### src/design/exc_consts.svh
`ifndef EXC_CONSTS_SVH
`define EXC_CONSTS_SVH

// register byte addresses in the control space region
`define EXC_ADDR_TRA          32'hff000020
`define EXC_ADDR_EXCEPTION_EVENT_CODE       32'hff000024
`define EXC_ADDR_INTERRUPT_EVENT_CODE       32'hff000028
`define EXC_ALIAS_BITS        29

// field widths and reset values
`define EXC_CODE_W            12
`define EXC_INT_CODE_W        14
`define EXC_TRAP_W            8
`define EXC_EXCEPTION_EVENT_CODE_RESET      12'h000
`define EXC_INTERRUPT_EVENT_CODE_RESET      14'h0000
`define EXC_TRAP_RESET        8'h00

// status register bit positions
`define EXC_SR_BL_BIT         28
`define EXC_SR_MD_BIT         30
`define EXC_SR_RB_BIT         29
`define EXC_SR_FD_BIT         15

// vectors and offsets
`define EXC_RESET_VECTOR      32'ha0000000
`define EXC_OFS_GENERAL       32'h00000100
`define EXC_OFS_TLB_MISS      32'h00000400
`define EXC_OFS_INTERRUPT     32'h00000600

// event codes
`define EXC_CODE_POR          12'h000
`define EXC_CODE_MANUAL       12'h020
`define EXC_CODE_TLB_MULTI    12'h140
`define EXC_CODE_USER_BREAK   12'h1e0
`define EXC_CODE_ADDR_RD      12'h0e0
`define EXC_CODE_ADDR_WR      12'h100
`define EXC_CODE_MISS_RD      12'h040
`define EXC_CODE_MISS_WR      12'h060
`define EXC_CODE_PROT_RD      12'h0a0
`define EXC_CODE_PROT_WR      12'h0c0
`define EXC_CODE_ILL_GEN      12'h180
`define EXC_CODE_ILL_SLOT     12'h1a0
`define EXC_CODE_FPD_GEN      12'h800
`define EXC_CODE_FPD_SLOT     12'h820
`define EXC_CODE_TRAP         12'h160
`define EXC_CODE_FPU          12'h120
`define EXC_CODE_PAGE_WR      12'h080

// event source count and the last reset-class index
`define EXC_NUM_SRC           23
`define EXC_SRC_W             5
`define EXC_LAST_RESET_IDX    5'h04

`endif

### src/design/exc_pkg.sv
package exc_pkg;

  typedef enum logic [1:0] {
    ST_IDLE  = 2'b01,
    ST_ENTRY = 2'b10
  } entry_state_t;

  // event sources, listed from highest to lowest priority
  typedef enum logic [4:0] {
    SRC_POR        = 5'h00,
    SRC_DBG_RESET  = 5'h01,
    SRC_MANUAL     = 5'h02,
    SRC_ITLB_MULTI = 5'h03,
    SRC_DTLB_MULTI = 5'h04,
    SRC_BRK_BEFORE = 5'h05,
    SRC_IADDR_ERR  = 5'h06,
    SRC_ITLB_MISS  = 5'h07,
    SRC_ITLB_PROT  = 5'h08,
    SRC_ILL_GEN    = 5'h09,
    SRC_ILL_SLOT   = 5'h0a,
    SRC_FPD_GEN    = 5'h0b,
    SRC_FPD_SLOT   = 5'h0c,
    SRC_TRAP       = 5'h0d,
    SRC_DADDR_RD   = 5'h0e,
    SRC_DADDR_WR   = 5'h0f,
    SRC_DMISS_RD   = 5'h10,
    SRC_DMISS_WR   = 5'h11,
    SRC_DPROT_RD   = 5'h12,
    SRC_DPROT_WR   = 5'h13,
    SRC_FPU        = 5'h14,
    SRC_PAGE_WR    = 5'h15,
    SRC_BRK_AFTER  = 5'h16
  } src_t;

endpackage

### src/design/exc_prio_encoder.sv
`timescale 1ns/1ps
`default_nettype none

module exc_prio_encoder #(
  parameter int N  = 23,
  parameter int IW = 5
) (
  input  wire logic [N-1:0]  req,   // request vector, index 0 wins
  output logic               valid, // any request present
  output logic [IW-1:0]      idx    // index of the winning request
);

  logic [N:0]   below;
  logic [N-1:0] first;

  assign below[0] = 1'b0;

  genvar g;
  generate
    for (g = 0; g < N; g++)
    begin : g_chain
      assign first[g]   = req[g] & ~below[g];
      assign below[g+1] = below[g] | req[g];
    end
  endgenerate

  assign valid = below[N];

  always_comb
  begin
    idx = '0;
    for (int i = 0; i < N; i++)
    begin
      if (first[i])
      begin
        idx = IW'(i);
      end
    end
  end

endmodule

`default_nettype wire

### src/design/cpu_exception_entry_unit.sv
`timescale 1ns/1ps
`default_nettype none
`include "exc_consts.svh"

//////////////////////////////////////////////////////////////////////////////
// Contract
// - exception code register loaded, software writable
// - interrupt code register loaded on acceptance
// - trap loads immediate, reports code 160
// - save pc, status, r15 first
// - entry sets block, mode, bank bits
// - reset entry also clears fp disable
// - code goes to matching event register
// - return restores pc, status; r15 kept
// - resets branch to fixed reset vector
// - others branch to vector base plus offset, debug-routed user break to debug base
// - registers reachable at both address aliases
// - power-on code 000, manual code 020
// - tlb multiple hit is reset, code 140
// - tlb miss offset 400, codes 040/060
// - address errors offset 100, codes 0e0/100
// - protection violation codes 0a0/0c0
// - illegal instruction codes 180/1a0
// - fpu disabled codes 800/820
// - fpu exception 120, page write 080
// - user break 1e0 via vector or debug base
module cpu_exception_entry_unit (
  input  wire logic                     sys_clk,          // cpu clock
  input  wire logic                     rst_n,            // async reset, active low
  input  wire logic [`EXC_NUM_SRC-1:0]  exc_req,          // event requests, by src_t index
  input  wire logic                     intr_req,         // interrupt request level
  input  wire logic [13:0]              intr_code,        // code of the pending interrupt
  input  wire logic [7:0]               trap_imm,         // immediate of the trap instruction
  input  wire logic                     brk_use_debug,    // user break vectors via debug base
  input  wire logic                     rte_req,          // return instruction executes
  input  wire logic [31:0]              pc_in,            // current program counter
  input  wire logic [31:0]              sr_in,            // current status register
  input  wire logic [31:0]              r15_in,           // current general register 15
  input  wire logic [31:0]              vector_base,      // vector base register
  input  wire logic [31:0]              debug_base,       // debug base register
  input  wire logic [31:0]              reg_addr,         // register access address
  input  wire logic                     reg_rd,           // register read strobe
  input  wire logic                     reg_wr,           // register write strobe
  input  wire logic [31:0]              reg_wdata,        // register write data
  output logic [31:0]                   reg_rdata,        // register read data
  output logic                          reg_ack,          // access done pulse
  output logic                          exc_taken,        // event accepted pulse
  output logic                          intr_ack,         // interrupt accepted pulse
  output logic                          branch_valid,     // redirect pulse
  output logic [31:0]                   branch_target,    // redirect address
  output logic                          sr_load,          // status load pulse
  output logic [31:0]                   sr_value,         // status value to load
  output logic [31:0]                   saved_program_counter,  // saved pc
  output logic [31:0]                   saved_status,           // saved status
  output logic [31:0]                   saved_general_register  // saved r15
);

  //////////////////////////////////////////////////////////////////////////////
  // event tables

  function automatic logic [11:0] src_code(input logic [4:0] s);
    unique case (s)
      exc_pkg::SRC_POR,
      exc_pkg::SRC_DBG_RESET:  src_code = `EXC_CODE_POR;
      exc_pkg::SRC_MANUAL:     src_code = `EXC_CODE_MANUAL;
      exc_pkg::SRC_ITLB_MULTI,
      exc_pkg::SRC_DTLB_MULTI: src_code = `EXC_CODE_TLB_MULTI;
      exc_pkg::SRC_BRK_BEFORE,
      exc_pkg::SRC_BRK_AFTER:  src_code = `EXC_CODE_USER_BREAK;
      exc_pkg::SRC_IADDR_ERR,
      exc_pkg::SRC_DADDR_RD:   src_code = `EXC_CODE_ADDR_RD;
      exc_pkg::SRC_DADDR_WR:   src_code = `EXC_CODE_ADDR_WR;
      exc_pkg::SRC_ITLB_MISS,
      exc_pkg::SRC_DMISS_RD:   src_code = `EXC_CODE_MISS_RD;
      exc_pkg::SRC_DMISS_WR:   src_code = `EXC_CODE_MISS_WR;
      exc_pkg::SRC_ITLB_PROT,
      exc_pkg::SRC_DPROT_RD:   src_code = `EXC_CODE_PROT_RD;
      exc_pkg::SRC_DPROT_WR:   src_code = `EXC_CODE_PROT_WR;
      exc_pkg::SRC_ILL_GEN:    src_code = `EXC_CODE_ILL_GEN;
      exc_pkg::SRC_ILL_SLOT:   src_code = `EXC_CODE_ILL_SLOT;
      exc_pkg::SRC_FPD_GEN:    src_code = `EXC_CODE_FPD_GEN;
      exc_pkg::SRC_FPD_SLOT:   src_code = `EXC_CODE_FPD_SLOT;
      exc_pkg::SRC_TRAP:       src_code = `EXC_CODE_TRAP;
      exc_pkg::SRC_FPU:        src_code = `EXC_CODE_FPU;
      exc_pkg::SRC_PAGE_WR:    src_code = `EXC_CODE_PAGE_WR;
      default:                 src_code = `EXC_CODE_POR;
    endcase
  endfunction

  function automatic logic [31:0] src_offset(input logic [4:0] s);
    if (s == exc_pkg::SRC_ITLB_MISS || s == exc_pkg::SRC_DMISS_RD ||
        s == exc_pkg::SRC_DMISS_WR)
    begin
      src_offset = `EXC_OFS_TLB_MISS;
    end
    else
    begin
      src_offset = `EXC_OFS_GENERAL;
    end
  endfunction

  // top address bits are ignored so both aliases decode alike
  function automatic logic [1:0] reg_sel(input logic [31:0] a);
    if (a[28:0] == 29'(`EXC_ADDR_TRA))
    begin
      reg_sel = 2'h1;
    end
    else if (a[28:0] == 29'(`EXC_ADDR_EXCEPTION_EVENT_CODE))
    begin
      reg_sel = 2'h2;
    end
    else if (a[28:0] == 29'(`EXC_ADDR_INTERRUPT_EVENT_CODE))
    begin
      reg_sel = 2'h3;
    end
    else
    begin
      reg_sel = 2'h0;
    end
  endfunction

  //////////////////////////////////////////////////////////////////////////////
  // arbitration

  logic       src_valid;
  logic [4:0] src_idx;

  // index order encodes level first, then order within the level
  exc_prio_encoder #(
    .N  (`EXC_NUM_SRC),
    .IW (`EXC_SRC_W)
  ) u_prio (
    .req   (exc_req),
    .valid (src_valid),
    .idx   (src_idx)
  );

  //////////////////////////////////////////////////////////////////////////////
  // state

  exc_pkg::entry_state_t state_reg, state_next;
  logic [4:0]  cur_src_reg, cur_src_next;
  logic        cur_intr_reg, cur_intr_next;
  logic [13:0] intr_hold_reg, intr_hold_next;
  logic [7:0]  trap_hold_reg, trap_hold_next;
  logic [11:0] exception_event_code_reg, exception_event_code_next;
  logic [13:0] interrupt_event_code_reg, interrupt_event_code_next;
  logic [7:0]  tra_reg, tra_next;
  logic [31:0] spc_reg, spc_next, ssr_reg, ssr_next, sgr_reg, sgr_next;
  logic [31:0] rdata_reg, rdata_next, target_reg, target_next, srv_reg, srv_next;
  logic        ack_reg, ack_next, taken_reg, taken_next, iack_reg, iack_next;
  logic        br_reg, br_next, srl_reg, srl_next;
  logic        is_reset;

  assign is_reset = (cur_src_reg <= `EXC_LAST_RESET_IDX) && !cur_intr_reg;

  always_comb
  begin
    state_next     = state_reg;
    cur_src_next   = cur_src_reg;
    cur_intr_next  = cur_intr_reg;
    intr_hold_next = intr_hold_reg;
    trap_hold_next = trap_hold_reg;
    exception_event_code_next    = exception_event_code_reg;
    interrupt_event_code_next    = interrupt_event_code_reg;
    tra_next       = tra_reg;
    spc_next       = spc_reg;
    ssr_next       = ssr_reg;
    sgr_next       = sgr_reg;
    target_next    = target_reg;
    srv_next       = srv_reg;
    rdata_next     = 32'h00000000;
    ack_next       = reg_rd | reg_wr;
    taken_next     = 1'b0;
    iack_next      = 1'b0;
    br_next        = 1'b0;
    srl_next       = 1'b0;
    if (reg_rd)
    begin
      unique case (reg_sel(reg_addr))
        2'h1:    rdata_next = {24'h000000, tra_reg};
        2'h2:    rdata_next = {20'h00000, exception_event_code_reg};
        2'h3:    rdata_next = {18'h00000, interrupt_event_code_reg};
        default: rdata_next = 32'h00000000;
      endcase
    end
    if (reg_wr)
    begin
      unique case (reg_sel(reg_addr))
        2'h1:    tra_next    = reg_wdata[7:0];
        2'h2:    exception_event_code_next = reg_wdata[11:0];
        2'h3:    interrupt_event_code_next = reg_wdata[13:0];
        default: ;
      endcase
    end
    unique case (state_reg)
      exc_pkg::ST_IDLE:
      begin
        if (src_valid || intr_req)
        begin
          // state is saved before any status bit changes
          spc_next       = pc_in;
          ssr_next       = sr_in;
          sgr_next       = r15_in;
          cur_src_next   = src_idx;
          cur_intr_next  = !src_valid;
          intr_hold_next = intr_code;
          trap_hold_next = trap_imm;
          iack_next      = !src_valid;
          taken_next     = 1'b1;
          state_next     = exc_pkg::ST_ENTRY;
        end
        else if (rte_req)
        begin
          target_next = spc_reg;
          srv_next    = ssr_reg;
          br_next     = 1'b1;
          srl_next    = 1'b1;
        end
      end
      exc_pkg::ST_ENTRY:
      begin
        // hardware load beats a software write in the same cycle
        srv_next = ssr_reg;
        srv_next[`EXC_SR_BL_BIT] = 1'b1;
        srv_next[`EXC_SR_MD_BIT] = 1'b1;
        srv_next[`EXC_SR_RB_BIT] = 1'b1;
        if (is_reset)
        begin
          srv_next[`EXC_SR_FD_BIT] = 1'b0;
          target_next = `EXC_RESET_VECTOR;
        end
        else if (cur_intr_reg)
        begin
          target_next = vector_base + `EXC_OFS_INTERRUPT;
        end
        else if ((cur_src_reg == exc_pkg::SRC_BRK_BEFORE ||
                  cur_src_reg == exc_pkg::SRC_BRK_AFTER) && brk_use_debug)
        begin
          target_next = debug_base;
        end
        else
        begin
          target_next = vector_base + src_offset(cur_src_reg);
        end
        if (cur_intr_reg)
        begin
          interrupt_event_code_next = intr_hold_reg;
        end
        else
        begin
          exception_event_code_next = src_code(cur_src_reg);
        end
        if (!cur_intr_reg && cur_src_reg == exc_pkg::SRC_TRAP)
        begin
          tra_next = trap_hold_reg;
        end
        br_next    = 1'b1;
        srl_next   = 1'b1;
        state_next = exc_pkg::ST_IDLE;
      end
      default:
      begin
        state_next = exc_pkg::ST_IDLE;
      end
    endcase
  end

  always_ff @(posedge sys_clk or negedge rst_n)
  begin
    if (!rst_n)
    begin
      state_reg     <= exc_pkg::ST_IDLE;
      cur_src_reg   <= 5'h00;
      cur_intr_reg  <= 1'b0;
      intr_hold_reg <= 14'h0000;
      trap_hold_reg <= 8'h00;
      exception_event_code_reg    <= `EXC_EXCEPTION_EVENT_CODE_RESET;
      interrupt_event_code_reg    <= `EXC_INTERRUPT_EVENT_CODE_RESET;
      tra_reg       <= `EXC_TRAP_RESET;
      spc_reg       <= 32'h00000000;
      ssr_reg       <= 32'h00000000;
      sgr_reg       <= 32'h00000000;
      rdata_reg     <= 32'h00000000;
      target_reg    <= 32'h00000000;
      srv_reg       <= 32'h00000000;
      ack_reg       <= 1'b0;
      taken_reg     <= 1'b0;
      iack_reg      <= 1'b0;
      br_reg        <= 1'b0;
      srl_reg       <= 1'b0;
    end
    else
    begin
      state_reg     <= state_next;
      cur_src_reg   <= cur_src_next;
      cur_intr_reg  <= cur_intr_next;
      intr_hold_reg <= intr_hold_next;
      trap_hold_reg <= trap_hold_next;
      exception_event_code_reg    <= exception_event_code_next;
      interrupt_event_code_reg    <= interrupt_event_code_next;
      tra_reg       <= tra_next;
      spc_reg       <= spc_next;
      ssr_reg       <= ssr_next;
      sgr_reg       <= sgr_next;
      rdata_reg     <= rdata_next;
      target_reg    <= target_next;
      srv_reg       <= srv_next;
      ack_reg       <= ack_next;
      taken_reg     <= taken_next;
      iack_reg      <= iack_next;
      br_reg        <= br_next;
      srl_reg       <= srl_next;
    end
  end

  assign reg_rdata              = rdata_reg;
  assign reg_ack                = ack_reg;
  assign exc_taken              = taken_reg;
  assign intr_ack               = iack_reg;
  assign branch_valid           = br_reg;
  assign branch_target          = target_reg;
  assign sr_load                = srl_reg;
  assign sr_value               = srv_reg;
  assign saved_program_counter  = spc_reg;
  assign saved_status           = ssr_reg;
  assign saved_general_register = sgr_reg;   // never routed back to r15 on return

  logic accept;
  assign accept = (state_reg == exc_pkg::ST_IDLE) && (src_valid || intr_req);
endmodule

`default_nettype wire

### config.mk
export PLATFORM = sky130hd
export DESIGN_NAME = cpu_exception_entry_unit
export DESIGN_NICKNAME = d
export VERILOG_FILES = /design/src/design/exc_pkg.sv /design/src/design/exc_prio_encoder.sv /design/src/design/cpu_exception_entry_unit.sv
export VERILOG_INCLUDE_DIRS = /design/src /design/src/design
export SDC_FILE = /design/constraint.sdc
export NUM_CORES = 1
export LEC_CHECK = 0
export ABC_AREA = 1
export BUFFER_PORTS_ARGS = -buffer_cell sky130_fd_sc_hd__buf_2
export CAP_MARGIN = 5
export CORE_AREA = 2 2 182 184
export CTS_CLUSTER_DIAMETER = 200
export DETAILED_ROUTE_END_ITERATION = 6
export DIE_AREA = 0 0 184 186
export PLACE_DENSITY = 0.76
export SYNTH_ARGS = -nofsm -noshare
export SYNTH_HDL_FRONTEND = slang
export SYNTH_SLANG_ARGS = --single-unit
### constraint.sdc
create_clock -name sys_clk -period 3.8 [get_ports sys_clk]
set_input_delay 0.19 -clock sys_clk [delete_from_list [all_inputs] [get_ports sys_clk]]
set_output_delay 0.19 -clock sys_clk [all_outputs]
set_load 0.01 [all_outputs]
== Word-level counts from Yosys, hierarchy flattened ==
Memories as Yosys holds them, arrays and structs flattened.
Cells that the tools add are included.
Cells by class
  $add $sub $neg: 2
  order comparisons: 1
  equality and inequality tests: 20
  mux-type cells: 65
  bitwise gates (word level): 67
  reductions and logical operators: 12
Operator list (number)
  2-to-1 mux 32 bit: 12
  one-hot mux 32 bit (2 select lines): 2
  2-to-1 mux 5 bit: 21
  equality test 29 bit (second input constant): 3
  2-to-1 mux 14 bit: 4
  2-to-1 mux 12 bit: 4
  one-hot mux 14 bit (3 select lines): 1
  adder 32 x 11 -> 32 bit (second input constant): 1
  adder 32 bit: 1
  2-to-1 mux 8 bit: 4
  OR 1 bit: 23
  AND 1 bit: 22
  inverter 1 bit: 22
  equality test 5 bit (second input constant): 3
  2-to-1 mux 2 bit: 7
  2-to-1 mux 11 bit: 1
  equality test 2 bit (second input constant): 5
  equality test 5 x 3 -> 1 bit (second input constant): 2
  2-to-1 mux 1 bit: 8
  equality test 2 x 1 -> 1 bit (second input constant): 3
  inequality test 2 bit (second input constant): 3
  equality test 5 x 4 -> 1 bit (second input constant): 1
  less-or-equal comparator 5 x 3 -> 1 bit (second input constant): 1
  logical OR 1 bit: 4
  6 further kinds: 9
Storage, ports and cells
  flip-flop bits (word level): 260
  memory bits (read-only): 160
  input port bits: 276
  logic and storage cells: 186
  memories kept: 1
Memories
  (name not given): depth 32, bits a word 5, rd ports 1, clocked after memory_dff 0, write ports 0, RTL line cpu_exception_entry_unit.sv:62  | unique case (s)

== Logic depth before layout (Yosys ltp) ==
Gate-level depths: netlist of run 1.
  depth in word-level cells: 25
  gate-level depth with buffers: 20

== Cells and area by module ==
Synthesis of run 1 repeated with hierarchy kept, for this count alone.
Second synthesis, totals
  cells, all modules: 1612
  area total of the unflattened synthesis: 12672.2 um2
By module, submodules not included
  cpu_exception_entry_unit: instances 1, cells an instance 1539, area an instance 12236.7 um2, seq. area each 6057.1 um2
  exc_prio_encoder: instances 1, cells an instance 73, area an instance 435.4 um2, seq. area each 0.0 um2

== Least setup slack after synthesis of run 1 ==
OpenSTA, ideal clock, no wires.
  kind: register to register
  from: register cur_src_reg[1]
  to: register target_reg[24], in the netlist branch_target[24]
  arrival: 2.674 ns
  data required time: 3.683 ns
  setup slack: 1.009 ns
  cell stages (with the launch flop): 20
  path buffers: 0
  path through: dfrtp_1 inv_1 ha_1 o211ai_1 and2_1 inv_1 ha_1 nand2_1 nand2_1 nand2_1 nor2_1 nand2_1 nor2_1 nand2_1 nor2_1 xor2_1 o21ai_0 a32o_1 nand2_1 nand2_1
On the way
  cells in the longest elaborated chain, start to end: 13
Ends and longest elaborated chain
  start: declaration: RTL line cpu_exception_entry_unit.sv:142  | logic [4:0] cur_src_reg, cur_src_next;
  start signal: assignment: RTL line cpu_exception_entry_unit.sv:296  | cur_src_reg <= cur_src_next;
  equality test 5 x 3 -> 1 bit / equality test 5 bit (equally long branches): RTL line cpu_exception_entry_unit.sv:91  | if (s == exc_pkg::SRC_ITLB_MISS || s == exc_pkg::SRC_DMISS_RD ||
  logical OR 1 bit (2 in a row): RTL line cpu_exception_entry_unit.sv:91
  2-to-1 mux 11 bit: RTL line cpu_exception_entry_unit.sv:91
  2-to-1 mux 32 bit: RTL line cpu_exception_entry_unit.sv:237  | else if ((cur_src_reg == exc_pkg::SRC_BRK_BEFORE ||
  2-to-1 mux 32 bit: RTL line cpu_exception_entry_unit.sv:233  | else if (cur_intr_reg)
  2-to-1 mux 32 bit: RTL line cpu_exception_entry_unit.sv:228  | if (is_reset)
  2-to-1 mux 32 bit: RTL line cpu_exception_entry_unit.sv:196  | unique case (state_reg)
  adder 32 bit: RTL line cpu_exception_entry_unit.sv:244  | target_next = vector_base + src_offset(cur_src_reg);
  2-to-1 mux 32 bit: RTL line cpu_exception_entry_unit.sv:237
  2-to-1 mux 32 bit: RTL line cpu_exception_entry_unit.sv:233
  2-to-1 mux 32 bit (*): RTL line cpu_exception_entry_unit.sv:228
  one-hot mux 32 bit (2 select lines) (*): RTL line cpu_exception_entry_unit.sv:196
  end signal: assignment: RTL line cpu_exception_entry_unit.sv:307  | target_reg <= target_next;
  end: declaration: RTL line cpu_exception_entry_unit.sv:150  | logic [31:0] rdata_reg, rdata_next, target_reg, target_next, srv_reg, srv_next;
Mark *: on every way between the ends. The rest lies on a longest branch, timed or not. The select of a mux whose other input is x is not followed.
A chain may end at the register's enable or synchronous reset.

== Final worst setup path of run 1 ==
Ends and elaborated chain as after synthesis.

==> results of run 1 <==
-- per-layer routing --
layer / global-route usage (%) / vias up
met3: 5.69 / 150
met2: 41.6 / 709
li1: - / 6215
met1: 31.0 / 6193
met5: 0 / -
met4: 12.6 / 2
-- how the worst max path moves through the flow --
stage / startpoint / to / slack (ns) / depth (start not counted)
floorplan: cur_src_reg[1] / branch_target[24] / 1.01 / 19
global placement: cur_src_reg[1] / branch_target[24] / 0.63 / 19
detailed placement: cur_src_reg[0] / branch_target[24] / 0.60 / 19
CTS: cur_src_reg[1] / branch_target[24] / 0.60 / 19
global route: cur_src_reg[0] / branch_target[24] / 0.17 / 19
finish: cur_src_reg[1] / branch_target[24] / 0.55 / 19
-- cell families after synthesis --
family | count (synthesis) | share of synthesized area, %
adders and majority gates | 12 | 1.19
buffers and inverters | 249 | 9.76
other | 1 | 0.0298
DFF | 242 | 48.1
and+or+nand+nor | 887 | 29.0
xor gates and xnor gates | 24 | 1.67
AOI/OAI and AO/OA | 214 | 10.2
-- metrics by stage --
stage                     instance area, um2  hold WS, ns  util [%]  total power [mW]  instances
after CTS                              17100      0.00478      53.0              6.20       2564
after global routing                   17100       0.0455      53.0              6.42       2565
after floorplan                        12600       -0.106         -              3.00       1646
after global placement                 14800        0.279      45.9              3.31       2380
final                                  17100       0.0183      53.0              6.18       2567
after detailed placement               14800        0.278      45.9              3.32       2380
-- power breakdown --
| group | switching (mW) | internal (mW) |
|---|---|---|
| clock network | 1.13 | 1.65 |
| registers | 0.0711 | 2.67 |
| logic | 0.351 | 0.313 |
| total | 1.55 | 4.63 |
-- area by class of cell --
| class | count | area (um2) |
|---|---|---|
| antenna | 3 | 7.51 |
| fill | 2833 | 15100 |
| multi-input combinational | 1155 | 5370 |
| sequential | 242 | 6060 |
| tap | 408 | 510 |
| timing repair buffer | 585 | 3720 |
| clock buffer | 29 | 683 |
| clock inverter | 20 | 250 |
| inverter | 125 | 472 |
-- worst max-delay path, stage by stage (launching register included) --
cell and delay, ns:
dfrtp_1 0.48, inv_1 0.13, ha_1 0.24, o211ai_1 0.16
and2_1 0.21, inv_1 0.06, ha_1 0.30, nand2_1 0.08
nand2_1 0.06, nand2_1 0.14, nor2_1 0.22, nand2_1 0.14
nor2_1 0.15, nand2_1 0.08, nor2_1 0.12, xor2_1 0.14
o21ai_0 0.09, a32o_1 0.23, nand2_1 0.06, nand2_1 0.04
-- layout by cell type (no fill, tap or decap), drive strengths merged, types with 2 or more instances in the layout --
master       instances
nand2              627
buf                450
dfrtp              241
dlygate4sd3        135
inv                126
nand3              113
o21ai               97
nor2                92
a21oi               53
clkbuf              29
xor2                22
nand4               20
conb                18
o211ai              16
a32o                16
ha                  12
nor3                12
clkinv              11
nor4                10
o31ai                7
or2                  5
a221oi               5
bufinv               5
nand3b               4
o22ai                4
diode                3
a31o                 3
a31oi                3
clkinvlp             3
o32ai                2
o41ai                2
a311oi               2
xnor2                2
==> results.toml, run 1 <==
[worst_setup_path]
crit_type = "reg -> reg"
cp_max_fo = 8
reg2reg_slack_ns = 0.55
critPathLaunchType = "register"
r2r_start = "cur_src_reg[1]"
required_ns = 4.23
reg2regPathDepth = 19
timing.rr.end = "branch_target[24]"
crit_path_end_kind = "register"
critPathArrivalTime_ns = 3.68

[finish]
fin_nets = 2424
syn_to_final_growth_pct = 35.7
layout-drive-gt1-share_pct = 24.1

[routing]
met2_length_um = 20800
met1_length_um = 17700
routedWlPerCell_um = 17.3
drt_iter0_markers = 924
drc_errors = 0
top_layer_used = "met5"
first_pass_iters = 5
num_vias = 13269
antenna_left = 0
vias_per_cell = 5.17
wl_met3_um = 3840
wl_um = 44500

[clock_network]
clock_path_buffers = 3
clk_latency_ns = 0.55
numCtsBuffers = 27
path_clk_slew_ns = 0.06
clock-root-buffer = "clkbuf_16"
ctsHoldBuffers = 135
cts_tree = "yes"
clock-sinks = 242
h-tree-depth = 1
cts_setup_buffers = 0
ctsResizeCount = 0

[synth]
synth_top_area_cell = "dfrtp_1"
synth_flop_cell = "dfrtp_1"
synth-edff-count = 0
synth_area_leaders = "dfrtp_1 (48%), nand2_1 (19%), nand3_1 (4.5%)"
synth_seq_cells = 242
synthArstFlopShare_pct = 100
synth_common_cells = "nand2_1 (625), dfrtp_1 (241), inv_1 (123)"
syn_inst = 1629
syn_area_um2 = 12600
synth_warnings = 0
yosysUniqueCellTypes = 47
synth_top_area_share_pct = 47.9
avgSynthCellArea_um2 = 7.72
yosysSeqAreaShare_pct = 48.1
synth.most_common_cell = "nand2_1"

[timing]
hold_viol_final = 0
tightest_slew_ns = 0.858
finalWorstSetupSlack_ns = 0.550
final.setup.tns_ns = 0
finalCritPeriodShare_pct = 85.5
rsz0062_at_grt = "false"
fmax_mhz = 308
layout_min_cycle_time_ns = 3.25
slew_violations = 0
setup-violations-final = 0
finClkSkew_ns = 0.0118
relSlewSlack_pct = 42.3

[min_path]
whs_endpoint = "state_reg[0]"
hold_path_depth = 4
min_from = "exc_req[22]"
hold_class = "in -> reg"

[pwr]
ir_worst_vdd_v = 0.000302
power_leakage_nw = 9.05
powerDensity_nw_per_um2 = 362

[floorplanning]
rows = 66
die_y_um = 186
die-area_um2 = 34200
ios = 473
die_w_um = 184
start_util_pct = 39.1
core_area_um2 = 32200

[global_routing]
antenna_found_initial = 3
track_usage_pct = 25.1
grt-ovfl-total = 0
grt_pass1_vias = 13141
grt_start_max_net_pins = 127
grt_pass1_wl_um = 68200

[placement]
dp_slack_ns = 0.599
gp_congestion = 0.906
dp_hpwl_um = 30100
io_buffer_count = 433

[run]
maxCapViolations = 0

[run_status]
status = "finished, final reports clean"
Power figures use the tool's default switching activity.
==> run 2: changes to the inputs <==
Settings changed: CORE_AREA 2 2 182 184 to 2 2 183 185, DIE_AREA 0 0 184 186 to 0 0 185 187, SYNTH_HIERARCHICAL from default to 1.
==> run 2 against run 1 <==
Via count decreased by 1.8%. Register-to-register slack better by 0.34 ns. Sequential power about the same. Synthesized cell count is 1.0% lower. Critical path type is now in -> reg. Count of clock-buffer cells in the layout up 8. Die area grew 1.1%. Sequential share of layout area is 0.30 points lower. Critical path depth is the same. Clock skew rose by 0.0021 ns. Largest power group is now registers. Total power shrank 1.7%. Synthesized area rose by 0.72%.
==> results.toml, run 2 <==
[synth]
synthArstFlopShare_pct = 100
synth_top_area_share_pct = 47.6
synth_seq_cells = 242
synth_flop_cell = "dfrtp_1"
syn_area_um2 = 12700
synth_common_cells = "nand2_1 (469), dfrtp_1 (241), inv_1 (149)"
synth.most_common_cell = "nand2_1"
yosysSeqAreaShare_pct = 47.8
avgSynthCellArea_um2 = 7.86
synth_area_leaders = "dfrtp_1 (48%), nand2_1 (14%), o21ai_0 (5.1%)"
synth-edff-count = 0
synth_warnings = 6
yosysUniqueCellTypes = 58
synth_top_area_cell = "dfrtp_1"
syn_inst = 1612

[placement]
dp_hpwl_um = 30000
dp_slack_ns = 0.239
gp_congestion = 0.920
io_buffer_count = 433

[min_path]
hold_class = "in -> reg"

[worst_setup_path]
cp.buffers_inverters = 4
crit_family = "simple AND/OR/NAND/NOR gates"
max_stage_delay_ns = 0.33
crit_chain = "buf_2 -> nor2_2 -> nand3_2 -> nor2_4 -> nand4_4 -> nor2_4 -> nand4_4 -> nor2_4 -> nand4_2 -> nor2_4 -> nand4_2 -> inv_1 -> nand3b_1 -> nor2_1 -> nand3_1 -> o21ai_4 -> inv_2 -> buf_12 -> o21ai_0"
crit_type = "in -> reg"
cpMaxStageDelayCell = "inv_2"
crit_path_end_kind = "register"
required_ns = 4.24
cp_common_cell = "nor2_4"
critPathLaunchType = "input pin"
critPathArrivalTime_ns = 3.49
cp_max_fo = 53

[floorplanning]
ios = 473
core_area_um2 = 32900
die_w_um = 185
rows = 67
die_y_um = 187
start_util_pct = 38.6
die-area_um2 = 34600

[clock_network]
clk_latency_ns = 0.55
clock-root-buffer = "clkbuf_16"
h-tree-depth = 1
cts_tree = "yes"
clock_path_buffers = 3
clock-sinks = 242
cts_setup_buffers = 0
numCtsBuffers = 27
path_clk_slew_ns = 0.06

[pwr]
powerDensity_nw_per_um2 = 353
power_leakage_nw = 9.05
ir_worst_vdd_v = 0.000301
finalPower_mw = 6.08

[finish]
final_common_cell = "nand2_1"
syn_to_final_growth_pct = 35.8
layout-drive-gt1-share_pct = 26.1
fin_util_pct = 52.4
layout_common_cells = "nand2_1 (469), buf_2 (432), dfrtp_1 (241)"
fin_nets = 2410

[global_routing]
grt_pass1_vias = 13049
antenna_found_initial = 2
track_usage_pct = 24.9
grt_pass1_wl_um = 68600
grt_start_max_net_pins = 104
grt-ovfl-total = 0

[routing]
met2_length_um = 21700
drt_iter0_markers = 834
num_vias = 13026
routedWlPerCell_um = 17.0
first_pass_iters = 5
drc_errors = 0
wl_um = 44100
antenna_left = 0
met1_length_um = 17500
vias_per_cell = 5.02
top_layer_used = "met4"
wl_met3_um = 3040

[timing]
finClkSkew_ns = 0.0140
fmax_mhz = 328
relSlewSlack_pct = 41.4
hold_viol_final = 0
rsz0062_at_grt = "false"
setup-violations-final = 0
finalWorstSetupSlack_ns = 0.750
finalCritPeriodShare_pct = 80.3
final.setup.tns_ns = 0
layout_min_cycle_time_ns = 3.05
slew_violations = 0
tightest_slew_ns = 0.876

[run_status]
status = "finished, final reports clean"

[run]
maxCapViolations = 0
-- run 2: changes by cell type in the layout (fill, tap and decap cells not counted), sizes merged, moves of 4 or more --
cell         previous run  this run
a21oi                  53       121
o31ai                   7         3
clkbuf                 29        37
nor2                   92       133
nand3                 113        89
a32o                   16         0
o21ai                  97       147
buf                   450       444
xor2                   22        13
nand2                 627       478
dlygate4sd3           135       139
inv                   126       163
-- run 2: path summary, 6_finish.rpt --
path / start / depth (start not counted) / end / slack, ns
setup / recovery: exc_req[3] / 19 / sr_value[17] / 0.75
hold / removal: vector_base[3] / 5 / branch_target[3] / 0.04
setup reg to reg: state_reg[0] / 9 / sr_value[17] / 0.89
hold reg to reg: saved_general_register[0] / 2 / saved_general_register[0] / 0.46
max in group asynchronous: rst_n / 3 / saved_status[7] / 2.45
min in group asynchronous: rst_n / 2 / saved_program_counter[24] / 0.25
-- run 2: per-stage QoR --
stage          cell area [um2]  std cells  hold slack, ns
6_report                 17200       2594          0.0375
4_1_cts                  17200       2592         0.00265
2_1_floorplan            12700       1629          -0.106
3_3_place_gp             14900       2404           0.292
5_1_grt                  17200       2594          0.0441
3_5_place_dp             14900       2404           0.295
-- run 2: metal layers --
metal	vias to the layer above	track usage, %
met2	570	43.7
met5	-	0
met3	107	4.05
met4	0	10.2
met1	6189	30.2
li1	6160	-
-- run 2: worst register-to-register path: stages (launching register included) --
cell,delay [ns]
dfstp_2,0.55
inv_1,0.04
ha_1,0.36
inv_2,0.15
buf_4,0.46
o21ai_4,0.10
inv_2,0.63
buf_12,0.31
nand2_1,0.10
o21ai_0,0.11
-- run 2: kinds of logic after synthesis --
kind of cell               after synthesis  share of synthesized area, %
DFF                                    242                          47.8
and+or+nand+nor                        751                          26.4
buffers and inverters                  280                          10.3
xor gates and xnor gates                13                         0.899
AOI/OAI and AO/OA                      315                          13.6
other                                    1                        0.0296
adders and majority gates               10                         0.987
-- run 2: layout make-up --
class	count	area [um2]
fillers	3034	15600
flip-flops and latches	242	6060
multi-input cells	1107	5390
repair buffers	583	3690
clock buffers	37	773
inverters	163	612
well taps	448	561
clock inverters	12	124
diodes	2	5.00
-- run 2: power by group --
part / switching (mW) / leakage (nW) / internal, mW
Combinational: 0.376 / 5.67 / 0.319
Clock: 1.10 / 0.445 / 1.56
Sequential: 0.0610 / 2.94 / 2.67
-- run 2: what timing repair did --
action	4_1_cts	5_1_grt
hold buffers	139	0
gates resized for setup	0	0
endpoints found under the hold margin	249	0
==> run 3: changes to the inputs <==
Settings changed: CORE_AREA 2 2 183 185 to 2 2 182 184, DIE_AREA 0 0 185 187 to 0 0 184 186, PLACE_DENSITY 0.76 to 0.79.
Clock period 3.8 ns to 2.8 ns, I/O delays scaled along.
==> run 3 against run 2 <==
First-iteration DRC count fell by 1.1%. Critical path type is now reg -> reg. Combinational power grew 40%. Worst setup slack got worse by 0.59 ns. Clock skew shrank 0.0045 ns.
==> results.toml, run 3 (same netlist as run 2, synthesis figures left out) <==
[timing]
relSlewSlack_pct = 47.5
hold_viol_final = 0
finalWorstSetupSlack_ns = 0.162
layout_min_cycle_time_ns = 2.64
tightest_slew_ns = 0.788
finalCritPeriodShare_pct = 94.2
setup-violations-final = 0
finClkSkew_ns = 0.00953
final.setup.tns_ns = 0
slew_violations = 0
holdWs_ns = 0.0231
rsz0062_at_grt = "false"
fmax_mhz = 379

[finish]
final_common_cell = "nand2_1"
fillers = 2829
finalNonFillerCells = 2595
syn_to_final_growth_pct = 39.1
post-route-cell-area_um2 = 17600
layout_common_cells = "nand2_1 (469), buf_2 (432), dfrtp_1 (241)"
multi_input_comb_area_um2 = 5410
fin_nets = 2453
layout-drive-gt1-share_pct = 26.5
fin_util_pct = 54.7
seq_area_um2 = 6060

[pwr]
power_frac_seq_pct = 44.8
p_sw_mw = 2.10
power_leakage_nw = 9.24
finalPower_mw = 8.27
power_switching_share_pct = 25.4
cellInternalPower_mw = 6.16
p_clk_share_pct = 43.4
ir_worst_vdd_v = 0.000409
powerDensity_nw_per_um2 = 469
combPwrFrac_pct = 11.8

[routing]
first_pass_iters = 5
antenna_left = 0
num_vias = 13175
vias_per_cell = 5.08
drc_errors = 0
routedWlPerCell_um = 17.2
wl_um = 44700
drt_iter0_markers = 825

[floorplanning]
ios = 473
die-area_um2 = 34200
die_y_um = 186
core_area_um2 = 32200
start_util_pct = 39.3
rows = 66
die_w_um = 184

[worst_setup_path]
max_stage_delay_ns = 0.58
critPathArrivalTime_ns = 3.11
setup.worst_path.start = "cur_src_reg[0]"
crit_type = "reg -> reg"
crit_chain = "inv_1 -> buf_4 -> ha_1 -> inv_1 -> o21ai_2 -> nand3_4 -> nor2_4 -> buf_12 -> nor2_1 -> nor2_1 -> o21ai_0 -> dlygate4sd3_1 -> a21oi_1"
timing.rr.end = "branch_target[2]"
required_ns = 3.27
cpMaxStageDelayCell = "dlygate4sd3_1"
crit_family = "buffers and inverters"
cp.buffers_inverters = 5
cp_max_fo = 8
critPathLaunchType = "register"
crit_path_end_kind = "register"
reg2regPathDepth = 13
r2r_start = "cur_src_reg[0]"
reg2reg_slack_ns = 0.16

[clock_network]
h-tree-depth = 1
clock-root-buffer = "clkbuf_16"
clk_latency_ns = 0.55
path_clk_slew_ns = 0.06
clock-sinks = 242
cts_tree = "yes"
clock_path_buffers = 3
numCtsBuffers = 27

[min_path]
whs_endpoint = "branch_target[16]"
hold_class = "in -> reg"
hold_path_depth = 5
min_from = "debug_base[16]"

[global_routing]
grt_use_met3_pct = 4.58
antenna_found_initial = 1
met1_usage_pct = 30.2
track_usage_pct = 25.0
met2_usage_pct = 44.1
grt-ovfl-total = 0
grt_pass1_wl_um = 68100
grt_busiest_layer = "met2"
grt_pass1_vias = 13285
grt_start_max_net_pins = 99

[placement]
gp_congestion = 0.919
dp_hpwl_um = 30400
dp_slack_ns = -0.145
placed_cells_incl_taps = 2382
io_buffer_count = 433
dpl_cell_area_um2 = 15100

[run]
maxCapViolations = 0

[run_status]
status = "finished, final reports clean"
[run 3: power groups by stage]
stage	logic, mW	registers, mW	clock network (mW)
6_report	0.976	3.70	3.59
5_1_grt	1.07	3.72	3.80
2_1_floorplan	0.314	3.78	0
4_1_cts	0.955	3.70	3.65
3_3_place_gp	0.773	3.76	0
3_5_place_dp	0.786	3.76	0
[run 3: metal layers]
metal  vias to the layer above  wire, um
met3                       122      3150
met1                      6178     17900
met4                         0      1660
met2                       609     22000
li1                       6266         -
met5                         -         0
[run 3: cell type report]
| class | count | area share [%] |
|---|---|---|
| antenna | 1 | 0.0142 |
| clock buffer | 34 | 4.04 |
| clock inverter | 14 | 0.980 |
| inverter | 163 | 3.49 |
| multi-input combinational | 1107 | 30.7 |
| sequential | 242 | 34.4 |
| tap | 408 | 2.90 |
| timing repair buffer | 626 | 23.5 |
[run 3: tightest hold or removal path: stages]
cell and delay [ns]:
buf_2 0.08, a21oi_1 0.05, o21ai_0 0.06, nand2_1 0.06, a21oi_1 0.13
[run 3: how the worst max path moves through the flow]
stage	to	cells after the start	slack (ns)
after floorplan	sr_value[15]	20	0.06
after global placement	branch_target[31]	21	-0.03
after detailed placement	saved_general_register[15]	20	-0.14
after CTS	branch_target[7]	13	0.09
after global routing	branch_target[19]	12	0.01
final	branch_target[2]	13	0.16
[run 3: timing repair]
| item | in CTS | in global routing |
|---|---|---|
| resized for setup | 0 | 6 |
| buffers inserted | 0 | 3 |
| endpoints found under the hold margin | 273 | 0 |
| hold buffers | 161 | 0 |
| setup endpoints to repair | 0 | 15 |
